**src/rtl/sdi_pkg.sv**
```systemverilog
// shared constants for the serial dac input link, both ends
package sdi_pkg;
    // word layout and code points
    localparam int           WORD_W     = 12;
    localparam int           FULL_DEN   = 4096;
    localparam int           BIP_DEN    = 2048;
    localparam logic [11:0]  CODE_ZERO  = 12'h000;
    localparam logic [11:0]  CODE_MID   = 12'h800;
    localparam logic [11:0]  CODE_FULL  = 12'hfff;
    localparam logic [3:0]   BITS_WORD  = 4'hc;
    // pin synchroniser depth
    localparam int           SYNC_STAGES = 2;
    // host register indices, byte address is four times the index
    localparam logic [1:0]   IDX_DATA_HI = 2'h0;
    localparam logic [1:0]   IDX_DATA_LO = 2'h1;
    localparam logic [1:0]   IDX_CTRL    = 2'h2;
    localparam logic [1:0]   IDX_STATUS  = 2'h3;
    // control register fields
    localparam int           CTRL_SEND   = 0;
    localparam int           CTRL_LOAD   = 1;
    localparam int           CTRL_CLEAR  = 2;
    localparam int           CTRL_TWOS   = 3;
    localparam int           CTRL_AUTO   = 4;
    localparam int           CTRL_SEL_LO = 5;
    localparam int           CTRL_SEL_HI = 6;
    localparam logic [7:0]   CTRL_RESET  = 8'h10;
    // status register fields
    localparam int           STAT_BUSY   = 0;
    localparam int           STAT_PEND   = 1;
    localparam int           STAT_LEFT_LO = 4;
    localparam int           STAT_LEFT_HI = 7;
    // strobe select codes
    localparam logic [1:0]   SEL_RISE_A = 2'h0;
    localparam logic [1:0]   SEL_RISE_B = 2'h1;
    localparam logic [1:0]   SEL_FALL_C = 2'h2;
    localparam logic [1:0]   SEL_RISE_D = 2'h3;
    // link timing: sys cycles per half link period, link cycles per phase
    localparam logic [1:0]   LINK_DIV_HALF = 2'h2;
    localparam logic [2:0]   HOLD_TICKS    = 3'h4;
endpackage

```
**src/rtl/sdi_link_if.sv**
```systemverilog
// link between the host controller and the serial dac input logic
`timescale 1ns/1ps
interface sdi_link_if;
    logic linkClk;
    logic linkRst;
    logic strobeRiseA;
    logic strobeRiseB;
    logic strobeFallC;
    logic strobeRiseD;
    logic loadNA;
    logic loadNB;
    logic clearDacN;
    logic serialBitIn;

    modport host (
        output linkClk, linkRst, strobeRiseA, strobeRiseB, strobeFallC,
        output strobeRiseD, loadNA, loadNB, clearDacN, serialBitIn
    );
    modport device (
        input  linkClk, linkRst, strobeRiseA, strobeRiseB, strobeFallC,
        input  strobeRiseD, loadNA, loadNB, clearDacN, serialBitIn
    );
endinterface

```
**src/rtl/sdi_host.sv**
```systemverilog
// host controller: register port, link clock divider, bit sequencer
`timescale 1ns/1ps
module sdi_host
    import sdi_pkg::*;
(
    // clock and reset
    input  wire logic        sys_clk,
    input  wire logic        sys_rst,
    // register port
    input  wire logic [3:0]  regAddr,
    input  wire logic [7:0]  regWrData,
    input  wire logic        regWr,
    input  wire logic        regRd,
    output logic [7:0]       regRdData,
    // link to the device
    sdi_link_if.host         link
);

    typedef enum logic [6:0] {
        ST_IDLE    = 7'b000_0001,
        ST_SETUP   = 7'b000_0010,
        ST_EDGE    = 7'b000_0100,
        ST_RELEASE = 7'b000_1000,
        ST_LOAD    = 7'b001_0000,
        ST_LOADREL = 7'b010_0000,
        ST_CLEAR   = 7'b100_0000
    } sdh_state_t;

    sdh_state_t  state;
    logic [1:0]  divCnt;
    logic        linkClkR;
    logic        tick;
    logic [2:0]  phaseCnt;
    logic        phaseDone;
    logic [2:0]  rstTicks;
    logic [11:0] dataWord;
    logic [7:0]  ctrl;
    logic        pendSend;
    logic        pendLoad;
    logic        pendClear;
    logic [11:0] shiftWord;
    logic [3:0]  bitsLeft;
    logic        regHit;
    logic [1:0]  regIdx;
    logic [1:0]  sel;

    assign regIdx = regAddr[3:2];
    assign regHit = (regAddr[1:0] == 2'h0);
    assign sel    = ctrl[CTRL_SEL_HI:CTRL_SEL_LO];

    // link clock divider; tick marks the falling edge, so pins move mid-low
    always_ff @(posedge sys_clk) begin
        if (sys_rst) begin
            divCnt   <= 2'h0;
            linkClkR <= 1'b0;
        end else if (divCnt == LINK_DIV_HALF - 2'h1) begin
            divCnt   <= 2'h0;
            linkClkR <= ~linkClkR;
        end else begin
            divCnt   <= divCnt + 2'h1;
        end
    end
    assign tick = (divCnt == LINK_DIV_HALF - 2'h1) && linkClkR;

    // link reset spans a few link edges so the device sync sees it
    always_ff @(posedge sys_clk) begin
        if (sys_rst) begin
            rstTicks <= 3'h0;
        end else if (tick && rstTicks != HOLD_TICKS) begin
            rstTicks <= rstTicks + 3'h1;
        end
    end

    // data word, four MSBs in the low nibble of the high byte
    always_ff @(posedge sys_clk) begin
        if (sys_rst) begin
            dataWord <= CODE_ZERO;
        end else if (regWr && regHit && regIdx == IDX_DATA_HI) begin
            dataWord[11:8] <= regWrData[3:0];
        end else if (regWr && regHit && regIdx == IDX_DATA_LO) begin
            dataWord[7:0] <= regWrData;
        end
    end

    // control bits; command bits are kept as pending flags instead
    always_ff @(posedge sys_clk) begin
        if (sys_rst) begin
            ctrl <= CTRL_RESET;
        end else if (regWr && regHit && regIdx == IDX_CTRL) begin
            ctrl <= regWrData & 8'h78;
        end
    end

    // pending commands: a new write wins over the take in the same cycle
    always_ff @(posedge sys_clk) begin
        if (sys_rst) begin
            pendSend  <= 1'b0;
            pendLoad  <= 1'b0;
            pendClear <= 1'b0;
        end else begin
            if (regWr && regHit && regIdx == IDX_CTRL && regWrData[CTRL_SEND]) begin
                pendSend <= 1'b1;
            end else if (tick && state == ST_IDLE && rstTicks == HOLD_TICKS) begin
                pendSend <= 1'b0;
            end
            if (regWr && regHit && regIdx == IDX_CTRL && regWrData[CTRL_LOAD]) begin
                pendLoad <= 1'b1;
            end else if (tick && state == ST_IDLE && !pendSend && rstTicks == HOLD_TICKS) begin
                pendLoad <= 1'b0;
            end
            if (regWr && regHit && regIdx == IDX_CTRL && regWrData[CTRL_CLEAR]) begin
                pendClear <= 1'b1;
            end else if (tick && state == ST_IDLE && !pendSend && !pendLoad &&
                         rstTicks == HOLD_TICKS) begin
                pendClear <= 1'b0;
            end
        end
    end

    // read data stands in the cycle after the strobe only
    always_ff @(posedge sys_clk) begin
        if (sys_rst || !regRd || !regHit) begin
            regRdData <= 8'h00;
        end else begin
            case (regIdx)
                IDX_DATA_HI: regRdData <= {4'h0, dataWord[11:8]};
                IDX_DATA_LO: regRdData <= dataWord[7:0];
                IDX_CTRL:    regRdData <= ctrl;
                IDX_STATUS:  regRdData <= {bitsLeft, 2'h0,
                                           pendSend | pendLoad | pendClear,
                                           state != ST_IDLE};
                default:     regRdData <= 8'h00;
            endcase
        end
    end

    // phase length in link cycles
    assign phaseDone = (phaseCnt == HOLD_TICKS - 3'h1);
    always_ff @(posedge sys_clk) begin
        if (sys_rst || state == ST_IDLE) begin
            phaseCnt <= 3'h0;
        end else if (tick) begin
            phaseCnt <= phaseDone ? 3'h0 : phaseCnt + 3'h1;
        end
    end

    // sequencer: one strobe per bit, then a separate load cycle
    always_ff @(posedge sys_clk) begin
        if (sys_rst) begin
            state     <= ST_IDLE;
            shiftWord <= CODE_ZERO;
            bitsLeft  <= 4'h0;
        end else if (tick) begin
            case (state)
                ST_IDLE: begin
                    if (rstTicks != HOLD_TICKS) begin
                        state <= ST_IDLE;
                    end else if (pendSend) begin
                        // two's complement input gets its MSB flipped
                        shiftWord <= dataWord ^ (ctrl[CTRL_TWOS] ? CODE_MID : CODE_ZERO);
                        bitsLeft  <= BITS_WORD;
                        state     <= ST_SETUP;
                    end else if (pendLoad) begin
                        state <= ST_LOAD;
                    end else if (pendClear) begin
                        state <= ST_CLEAR;
                    end
                end
                ST_SETUP:   if (phaseDone) state <= ST_EDGE;
                ST_EDGE:    if (phaseDone) state <= ST_RELEASE;
                ST_RELEASE: begin
                    if (phaseDone) begin
                        shiftWord <= {shiftWord[10:0], 1'b0};
                        bitsLeft  <= bitsLeft - 4'h1;
                        if (bitsLeft != 4'h1) begin
                            state <= ST_SETUP;
                        end else begin
                            state <= ctrl[CTRL_AUTO] ? ST_LOAD : ST_IDLE;
                        end
                    end
                end
                ST_LOAD:    if (phaseDone) state <= ST_LOADREL;
                ST_LOADREL: if (phaseDone) state <= ST_IDLE;
                ST_CLEAR:   if (phaseDone) state <= ST_IDLE;
                default:    state <= ST_IDLE;
            endcase
        end
    end

    // link pins from flops; unselected strobes stay idle
    always_ff @(posedge sys_clk) begin
        if (sys_rst) begin
            link.linkRst     <= 1'b1;
            link.strobeRiseA <= 1'b0;
            link.strobeRiseB <= 1'b0;
            link.strobeFallC <= 1'b1;
            link.strobeRiseD <= 1'b0;
            link.loadNA      <= 1'b1;
            link.loadNB      <= 1'b1;
            link.clearDacN   <= 1'b1;
            link.serialBitIn <= 1'b0;
        end else begin
            link.linkRst     <= (rstTicks != HOLD_TICKS);
            link.strobeRiseA <= (state == ST_EDGE) && (sel == SEL_RISE_A);
            link.strobeRiseB <= (state == ST_EDGE) && (sel == SEL_RISE_B);
            link.strobeFallC <= !((state == ST_EDGE) && (sel == SEL_FALL_C));
            link.strobeRiseD <= (state == ST_EDGE) && (sel == SEL_RISE_D);
            link.loadNA      <= (state != ST_LOAD);
            link.loadNB      <= (state != ST_LOAD);
            link.clearDacN   <= (state != ST_CLEAR);
            link.serialBitIn <= shiftWord[WORD_W-1];
        end
    end

    assign link.linkClk = linkClkR;

endmodule // sdi_host

```
**src/flat_wrapper.sv**
```systemverilog
// flat-port wrapper written by rule: the top's interface ports become plain ports
module sdi_host_flat import sdi_pkg::*;
  (sys_clk, sys_rst, regAddr, regWrData, regWr, regRd, regRdData, link_linkClk, link_linkRst, link_strobeRiseA, link_strobeRiseB, link_strobeFallC, link_strobeRiseD, link_loadNA, link_loadNB, link_clearDacN, link_serialBitIn);
  sdi_link_if link_i ();
  input  wire logic sys_clk;
  input  wire logic sys_rst;
  input  wire logic [3:0] regAddr;
  input  wire logic [7:0] regWrData;
  input  wire logic regWr;
  input  wire logic regRd;
  output logic [7:0] regRdData;
  output wire logic [$bits(link_i.linkClk)-1:0] link_linkClk;
  output wire logic [$bits(link_i.linkRst)-1:0] link_linkRst;
  output wire logic [$bits(link_i.strobeRiseA)-1:0] link_strobeRiseA;
  output wire logic [$bits(link_i.strobeRiseB)-1:0] link_strobeRiseB;
  output wire logic [$bits(link_i.strobeFallC)-1:0] link_strobeFallC;
  output wire logic [$bits(link_i.strobeRiseD)-1:0] link_strobeRiseD;
  output wire logic [$bits(link_i.loadNA)-1:0] link_loadNA;
  output wire logic [$bits(link_i.loadNB)-1:0] link_loadNB;
  output wire logic [$bits(link_i.clearDacN)-1:0] link_clearDacN;
  output wire logic [$bits(link_i.serialBitIn)-1:0] link_serialBitIn;
  assign link_linkClk = link_i.linkClk;
  assign link_linkRst = link_i.linkRst;
  assign link_strobeRiseA = link_i.strobeRiseA;
  assign link_strobeRiseB = link_i.strobeRiseB;
  assign link_strobeFallC = link_i.strobeFallC;
  assign link_strobeRiseD = link_i.strobeRiseD;
  assign link_loadNA = link_i.loadNA;
  assign link_loadNB = link_i.loadNB;
  assign link_clearDacN = link_i.clearDacN;
  assign link_serialBitIn = link_i.serialBitIn;
  sdi_host u_core (.sys_clk(sys_clk), .sys_rst(sys_rst), .regAddr(regAddr), .regWrData(regWrData), .regWr(regWr), .regRd(regRd), .regRdData(regRdData), .link(link_i));
endmodule
```
**config.mk**
```make
export PLATFORM = sky130hd
export DESIGN_NAME = sdi_host_flat
export DESIGN_NICKNAME = d
export VERILOG_FILES = /design/src/rtl/sdi_pkg.sv /design/src/rtl/sdi_link_if.sv /design/src/rtl/sdi_host.sv /design/src/flat_wrapper.sv
export SDC_FILE = /design/constraint.sdc
export NUM_CORES = 1
export LEC_CHECK = 0
export ABC_AREA = 1
export BUFFER_PORTS_ARGS = -buffer_cell sky130_fd_sc_hd__buf_2
export CORE_ASPECT_RATIO = 0.8
export CORE_MARGIN = 2
export CORE_UTILIZATION = 35
export CTS_CLUSTER_SIZE = 24
export DETAILED_ROUTE_END_ITERATION = 10
export GPL_TIMING_DRIVEN = 1
export SLEW_MARGIN = 0
export SYNTH_ARGS = -nofsm -noshare
export SYNTH_HDL_FRONTEND = slang
export SYNTH_SLANG_ARGS = --single-unit
```
**constraint.sdc**
```tcl
create_clock -name sys_clk -period 1.9 [get_ports sys_clk]
set_input_delay 0.19 -clock sys_clk [delete_from_list [all_inputs] [get_ports sys_clk]]
set_output_delay 0.19 -clock sys_clk [all_outputs]
set_load 0.01 [all_outputs]
```
# Word level (Yosys, flattened, before mapping)
# Index checks and enable logic that the tools add are counted.
dict set report op_classes {
  n_addsub 4
  n_mul 0
  div 0
  n_lt_le_gt_ge 0
  n_eq_ne 29
  shifts 0
  n_mux 29
  n_bitwise 5
  n_reduce_logical 39
}
# operator count
set ops {}
lappend ops {{two-way mux 7 bit} 10}
lappend ops {{two-way mux 12 bit} 4}
lappend ops {{one-hot mux 7 bit (6 select lines)} 1}
lappend ops {{one-hot mux 8 bit (4 select lines)} 1}
lappend ops {{one-hot mux 12 bit (2 select lines)} 1}
lappend ops {{logical AND 1 bit} 19}
lappend ops {{two-way mux 4 bit} 3}
lappend ops {{inequality test 2 x 1 -> 1 bit, second input constant} 6}
lappend ops {{XOR 12 bit} 1}
lappend ops {{== test 2 bit, second input constant} 4}
lappend ops {{one-hot mux 4 bit (2 select lines)} 1}
lappend ops {{nonzero test 2 bit} 4}
lappend ops {{== test 7 x 1 -> 1 bit, second input constant} 1}
lappend ops {{== test 7 x 2 -> 1 bit, second input constant} 1}
lappend ops {{== test 7 x 3 -> 1 bit, second input constant} 1}
lappend ops {{== test 7 x 4 -> 1 bit, second input constant} 1}
lappend ops {{== test 7 x 5 -> 1 bit, second input constant} 1}
lappend ops {{== test 7 x 6 -> 1 bit, second input constant} 1}
lappend ops {{== test 7 bit, second input constant} 1}
lappend ops {{inequality test 7 x 1 -> 1 bit, second input constant} 1}
lappend ops {{inequality test 7 x 5 -> 1 bit, second input constant} 1}
lappend ops {{inequality test 7 bit, second input constant} 1}
lappend ops {{AND reduction 7 bit} 1}
lappend ops {{adder 3 x 1 -> 3 bit, second input constant} 2}
lappend ops {{20 further kinds} 38}
dict set report word_totals {
  ff_bits 67
  latchBits 0
  ram_bits 0
  mem_bits_ro 0
  input_bits 16
  out_inout_bits 18
  memories 0
}

# Logic depth before layout (Yosys ltp)
dict set report logic_depth {
  depth_word 8
  depth_mapped 12
}

# Worst setup path before layout
# No wires, ideal clock.
dict set report synth_timing {
  path_type {flip-flop to flip-flop}
  startpoint {register u_core.divCnt[0]}
  endpoint {register u_core.bitsLeft[0]}
  arrival_time_ns 1.381
  path_slack_ns 0.403
  stages_incl_launch_ff 8
  n_path_buf 1
  path_cell_list {dfxtp_1 > ha_1 > nand2_1 > inv_1 > clkbuf_1 > nand3_1 > o21ai_0 > nor2_1}
}
dict set report synth_via {
  elab_chain_cells 3
}
# item line_no
set synth_rtl {}
lappend synth_rtl {{from (decl)} sdi_host.sv:30} ;# logic [1:0] divCnt;
lappend synth_rtl {{from (signal assigned)} sdi_host.sv:60} ;# divCnt <= divCnt + 2'h1;
lappend synth_rtl {{== test 2 x 1 -> 1 bit} sdi_host.sv:63} ;# assign tick = (divCnt == LINK_DIV_HALF - 2'h1) && linkClkR;
lappend synth_rtl {{logical AND 1 bit} sdi_host.sv:63}
lappend synth_rtl {{AND reduction 5 bit (no source line)} n/a}
lappend synth_rtl {{to (signal assigned)} sdi_host.sv:174} ;# bitsLeft <= bitsLeft - 4'h1;
lappend synth_rtl {{to (decl)} sdi_host.sv:42} ;# logic [3:0] bitsLeft;
# No other way between the ends.
# A chain may end at the register's enable or synchronous reset.

# Final worst setup path
dict set report layout_timing {
  startpoint {register u_core.state[3]}
  endpoint {register u_core.shiftWord[1]}
}
dict set report layout_via {
  elab_chain_cells 3
  elab_cells_between_ends 8
  cone_classes {eq/ne: 5; mux: 1; reduce/logical: 2}
}
# item line_no
set layout_rtl {}
lappend layout_rtl {{from (decl)} sdi_host.sv:29} ;# sdh_state_t state;
lappend layout_rtl {{from (signal assigned)} sdi_host.sv:178} ;# state <= ctrl[CTRL_AUTO] ? ST_LOAD : ST_IDLE;
lappend layout_rtl {{== test 7 x 1 -> 1 bit or == test 7 x 4 -> 1 bit (tied branches)} sdi_host.sv:154} ;# case (state)
lappend layout_rtl {{inequality test 2 x 1 -> 1 bit (no source line), or another cell as far along} n/a}
lappend layout_rtl {{AND reduction 5 bit (no source line)} n/a}
lappend layout_rtl {{to (signal assigned)} sdi_host.sv:160} ;# shiftWord <= dataWord ^ (ctrl[CTRL_TWOS] ? CODE_MID : CODE_ZERO);
lappend layout_rtl {{to (signal assigned)} sdi_host.sv:173} ;# shiftWord <= {shiftWord[10:0], 1'b0};
lappend layout_rtl {{to (decl)} sdi_host.sv:41} ;# logic [11:0] shiftWord;
# Parallel ways exist; a longest one is shown, timed or not.

==> metrics.cfg <==
[placed_design]
dp_cells = 556
place_ws_ps = 118.8
io_buffers = 33
dp_hpwl_mm = 5.044
place.gp.congestion = 0.9239

[floorplanning]
dieHeight_um = 86.56
io_pins = 34
initial_utilization_pct = 35.62
num_rows = 30
fp.coreArea_um2 = 8371
die-area_um2 = 9278
die_width_um = 107.2

[power]
p_total_uw = 3003
p_leak_uw = 0.001496
ir_worst_vdd_mv = 0.4094
power.density_nw_per_um2 = 865.7

[layout]
multi_input_area_um2 = 1390
area_growth_pct = 16.37
fillers = 887
regArea_um2 = 1341
finalNonFillerCells = 571
final_util_pct = 41.45
nets = 477
antenna_cells = 0
drive_gt1_share_pct = 14.60

[setup_path]
critPathKind = reg -> reg
slowest_delay_ps = 350
worst-path-buf-inv = 2
path_cells = inv_1, nor2_1, nand2_2, nor2_8, inv_2, o21ai_4, nand3_2, o21ai_0, nor2_1
end_kind = flop
cpMaxStageDelayCell = dfxtp_1
cp_data_arrival_time_ps = 1960
crit_path_start_kind = flop
cp_common_cell = nor2_1
cp_top_family = simple AND/OR/NAND/NOR gates
required_ps = 2130
crit_fanout = 12

[synth]
syn_area_um2 = 2982
synthDistinctLibCells = 34
netlist_instances = 418
synth-edff-count = 0
ys_seq_area_share_pct = 44.99
synth_nets = 440
synth_warnings = 0
ys_ff_latch = 67
syn_area_per_cell_um2 = 7.133
yosys-top-cells-area = dfxtp_1 45%, nand2_1 11%, nor2_1 8.3%, inv_1 5.7%, o21ai_0 5.2%
ys_async_sr_fraction_pct = 0
ys.flop_type = dfxtp_1
synth_top_cell_by_area = dfxtp_1
yosysTopAreaCellShare_pct = 44.99

[timing]
slew_viol_final = 0
hold_viol_final = 0
max_freq_ghz = 0.5771
finalClockSkew_ps = 8.451
fin_hold_ws_ps = 92.34
setup_ws_ps = 167.3
slew_headroom_pct = 75.85
rsz0062_at_grt = true
worst_slew_pin_slew_ps = 359.6
timing.final.crit_period_ps = 1733
setup_viol = 0
finalCritPeriodShare_pct = 91.19

[routing]
drc = 0
dr.pass1.iters = 5
viasPerCell = 4.676
routedWlPerCell_um = 11.87
drt_iter0_markers = 135
vias = 2670
wirelength_mm = 6.778
drt.antenna.violating_nets = 0

[global_route]
grtUsageTotal_pct = 15.45
antenna_found_initial = 0
gr-total-overflow = 0
grt_pass1_wl_mm = 11.03
grt_max_degree = 27
grt_pass1_vias = 2289

[worst_hold_path]
worstHoldPathType = in -> reg

[clocking]
clock_latency_ps = 350
tritoncts = done
cts.clk_slew.worst_paths_ps = 70
htree_levels = 3
clkSinkCount = 67
post_cts_buffers = 0
clockRootBuffer = clkbuf_8
cts_buffers = 9
cts_max_path_buffers = 2

[outcome]
outcome = completed

[run]
drv_cap = 0

[cell usage after synthesis, types with 2 or more instances]
cell type	number
o21ai_1	12
nand3_1	18
a21oi_1	28
nor2_1	66
clkbuf_1	7
nand4_1	4
o21ai_0	31
nand2_1	91
o211ai_1	2
buf_2	4
a31oi_1	2
nor2_2	2
ha_1	6
o22ai_1	2
inv_2	3
nand3b_1	4
nor3_1	7
nor2_4	2
dfxtp_1	67
inv_1	45
xnor2_1	2
[final cells by class]
type | count | area share (%)
inverters | 49 | 5.373
well taps | 112 | 4.039
clock inverters | 2 | 1.010
multi-input cells | 288 | 40.06
flip-flops and latches | 67 | 38.66
repair buffers | 40 | 6.275
clock buffers | 13 | 4.580
[cell usage in the layout (no fill, tap or decap), drive strengths merged]
cell type / instances
nand4: 4
nand3: 19
a21oi: 28
o22ai: 2
a211oi: 1
nand2: 93
clkinv: 2
buf: 40
o211ai: 2
inv: 48
nor2: 71
clkbuf: 13
o21ai: 44
xnor2: 2
xor2: 1
dfxtp: 67
a31oi: 2
ha: 6
nand3b: 4
nor3: 7
o221ai: 1
nor4: 1
bufinv: 1
[logic make-up (layout without fill, tap and decap cells)]
group                      after synthesis  count (layout)  synth area share [%]
adders and majority gates                6               6                 2.518
AOI/OAI and AO/OA                       80              80                 14.35
xor gates and xnor gates                 3               3                0.8814
buffers and inverters                   63             104                 8.477
DFF                                     67              67                 44.99
and+or+nand+nor                        199             199                 28.79
[tightest hold or removal path, delay by kind of cell]
kind / cells / cell delay, ps
AND/OR/NAND/NOR: 2 / 120
buffers and inverters: 1 / 90
[worst paths after layout]
check	slack (ps)	endpoint	startpoint	depth (start not counted)
worst min-delay path	90	u_core.dataWord[6]	regWrData[6]	3
worst max register to register	170	u_core.shiftWord[1]	u_core.state[3]	9
worst min register to register	420	u_core.link.strobeRiseA	u_core.ctrl[5]	1
worst max-delay path	170	u_core.shiftWord[1]	u_core.state[3]	9
[stage by stage]
step           TNS [ps]  cell area (um^2)
3_3_place_gp          0              3271
6_report              0              3470
2_1_floorplan         0              2982
5_1_grt          -33.49              3470
3_5_place_dp          0              3271
4_1_cts               0              3465
[state kept, by name, summed over array words and instances, names as in the netlist, 2 cells and up]
signal / count
u_core.phaseCnt: 3
u_core.ctrl: 4
u_core.dataWord: 12
u_core.divCnt: 2
u_core.rstTicks: 3
u_core.regRdData: 8
u_core.state: 7
u_core.shiftWord: 12
u_core.bitsLeft: 4
[power by group]
group,total (uW),leakage [uW],internal (uW),switching [uW]
Combinational,350,0.000855,124,225
Clock,1180,0.0000995,670,509
Sequential,1470,0.000542,1450,28.7
Total,3000,0.00150,2240,763
[per-layer routing]
metal / track usage (%) / share of wire [%] / vias to the layer above
li1: - / - / 1409
met1: 22.33 / 53 / 1210
met2: 21.63 / 41 / 44
met3: 5.263 / 5.5 / 7
met4: 4.604 / 1.0 / 0
met5: 0 / 0 / -
[what timing repair did]
item	CTS	global route
resized for setup	0	3
endpoints found under the setup margin	0	19
hold buffers	0	0
No activity file was read; power rests on OpenSTA's default activity.
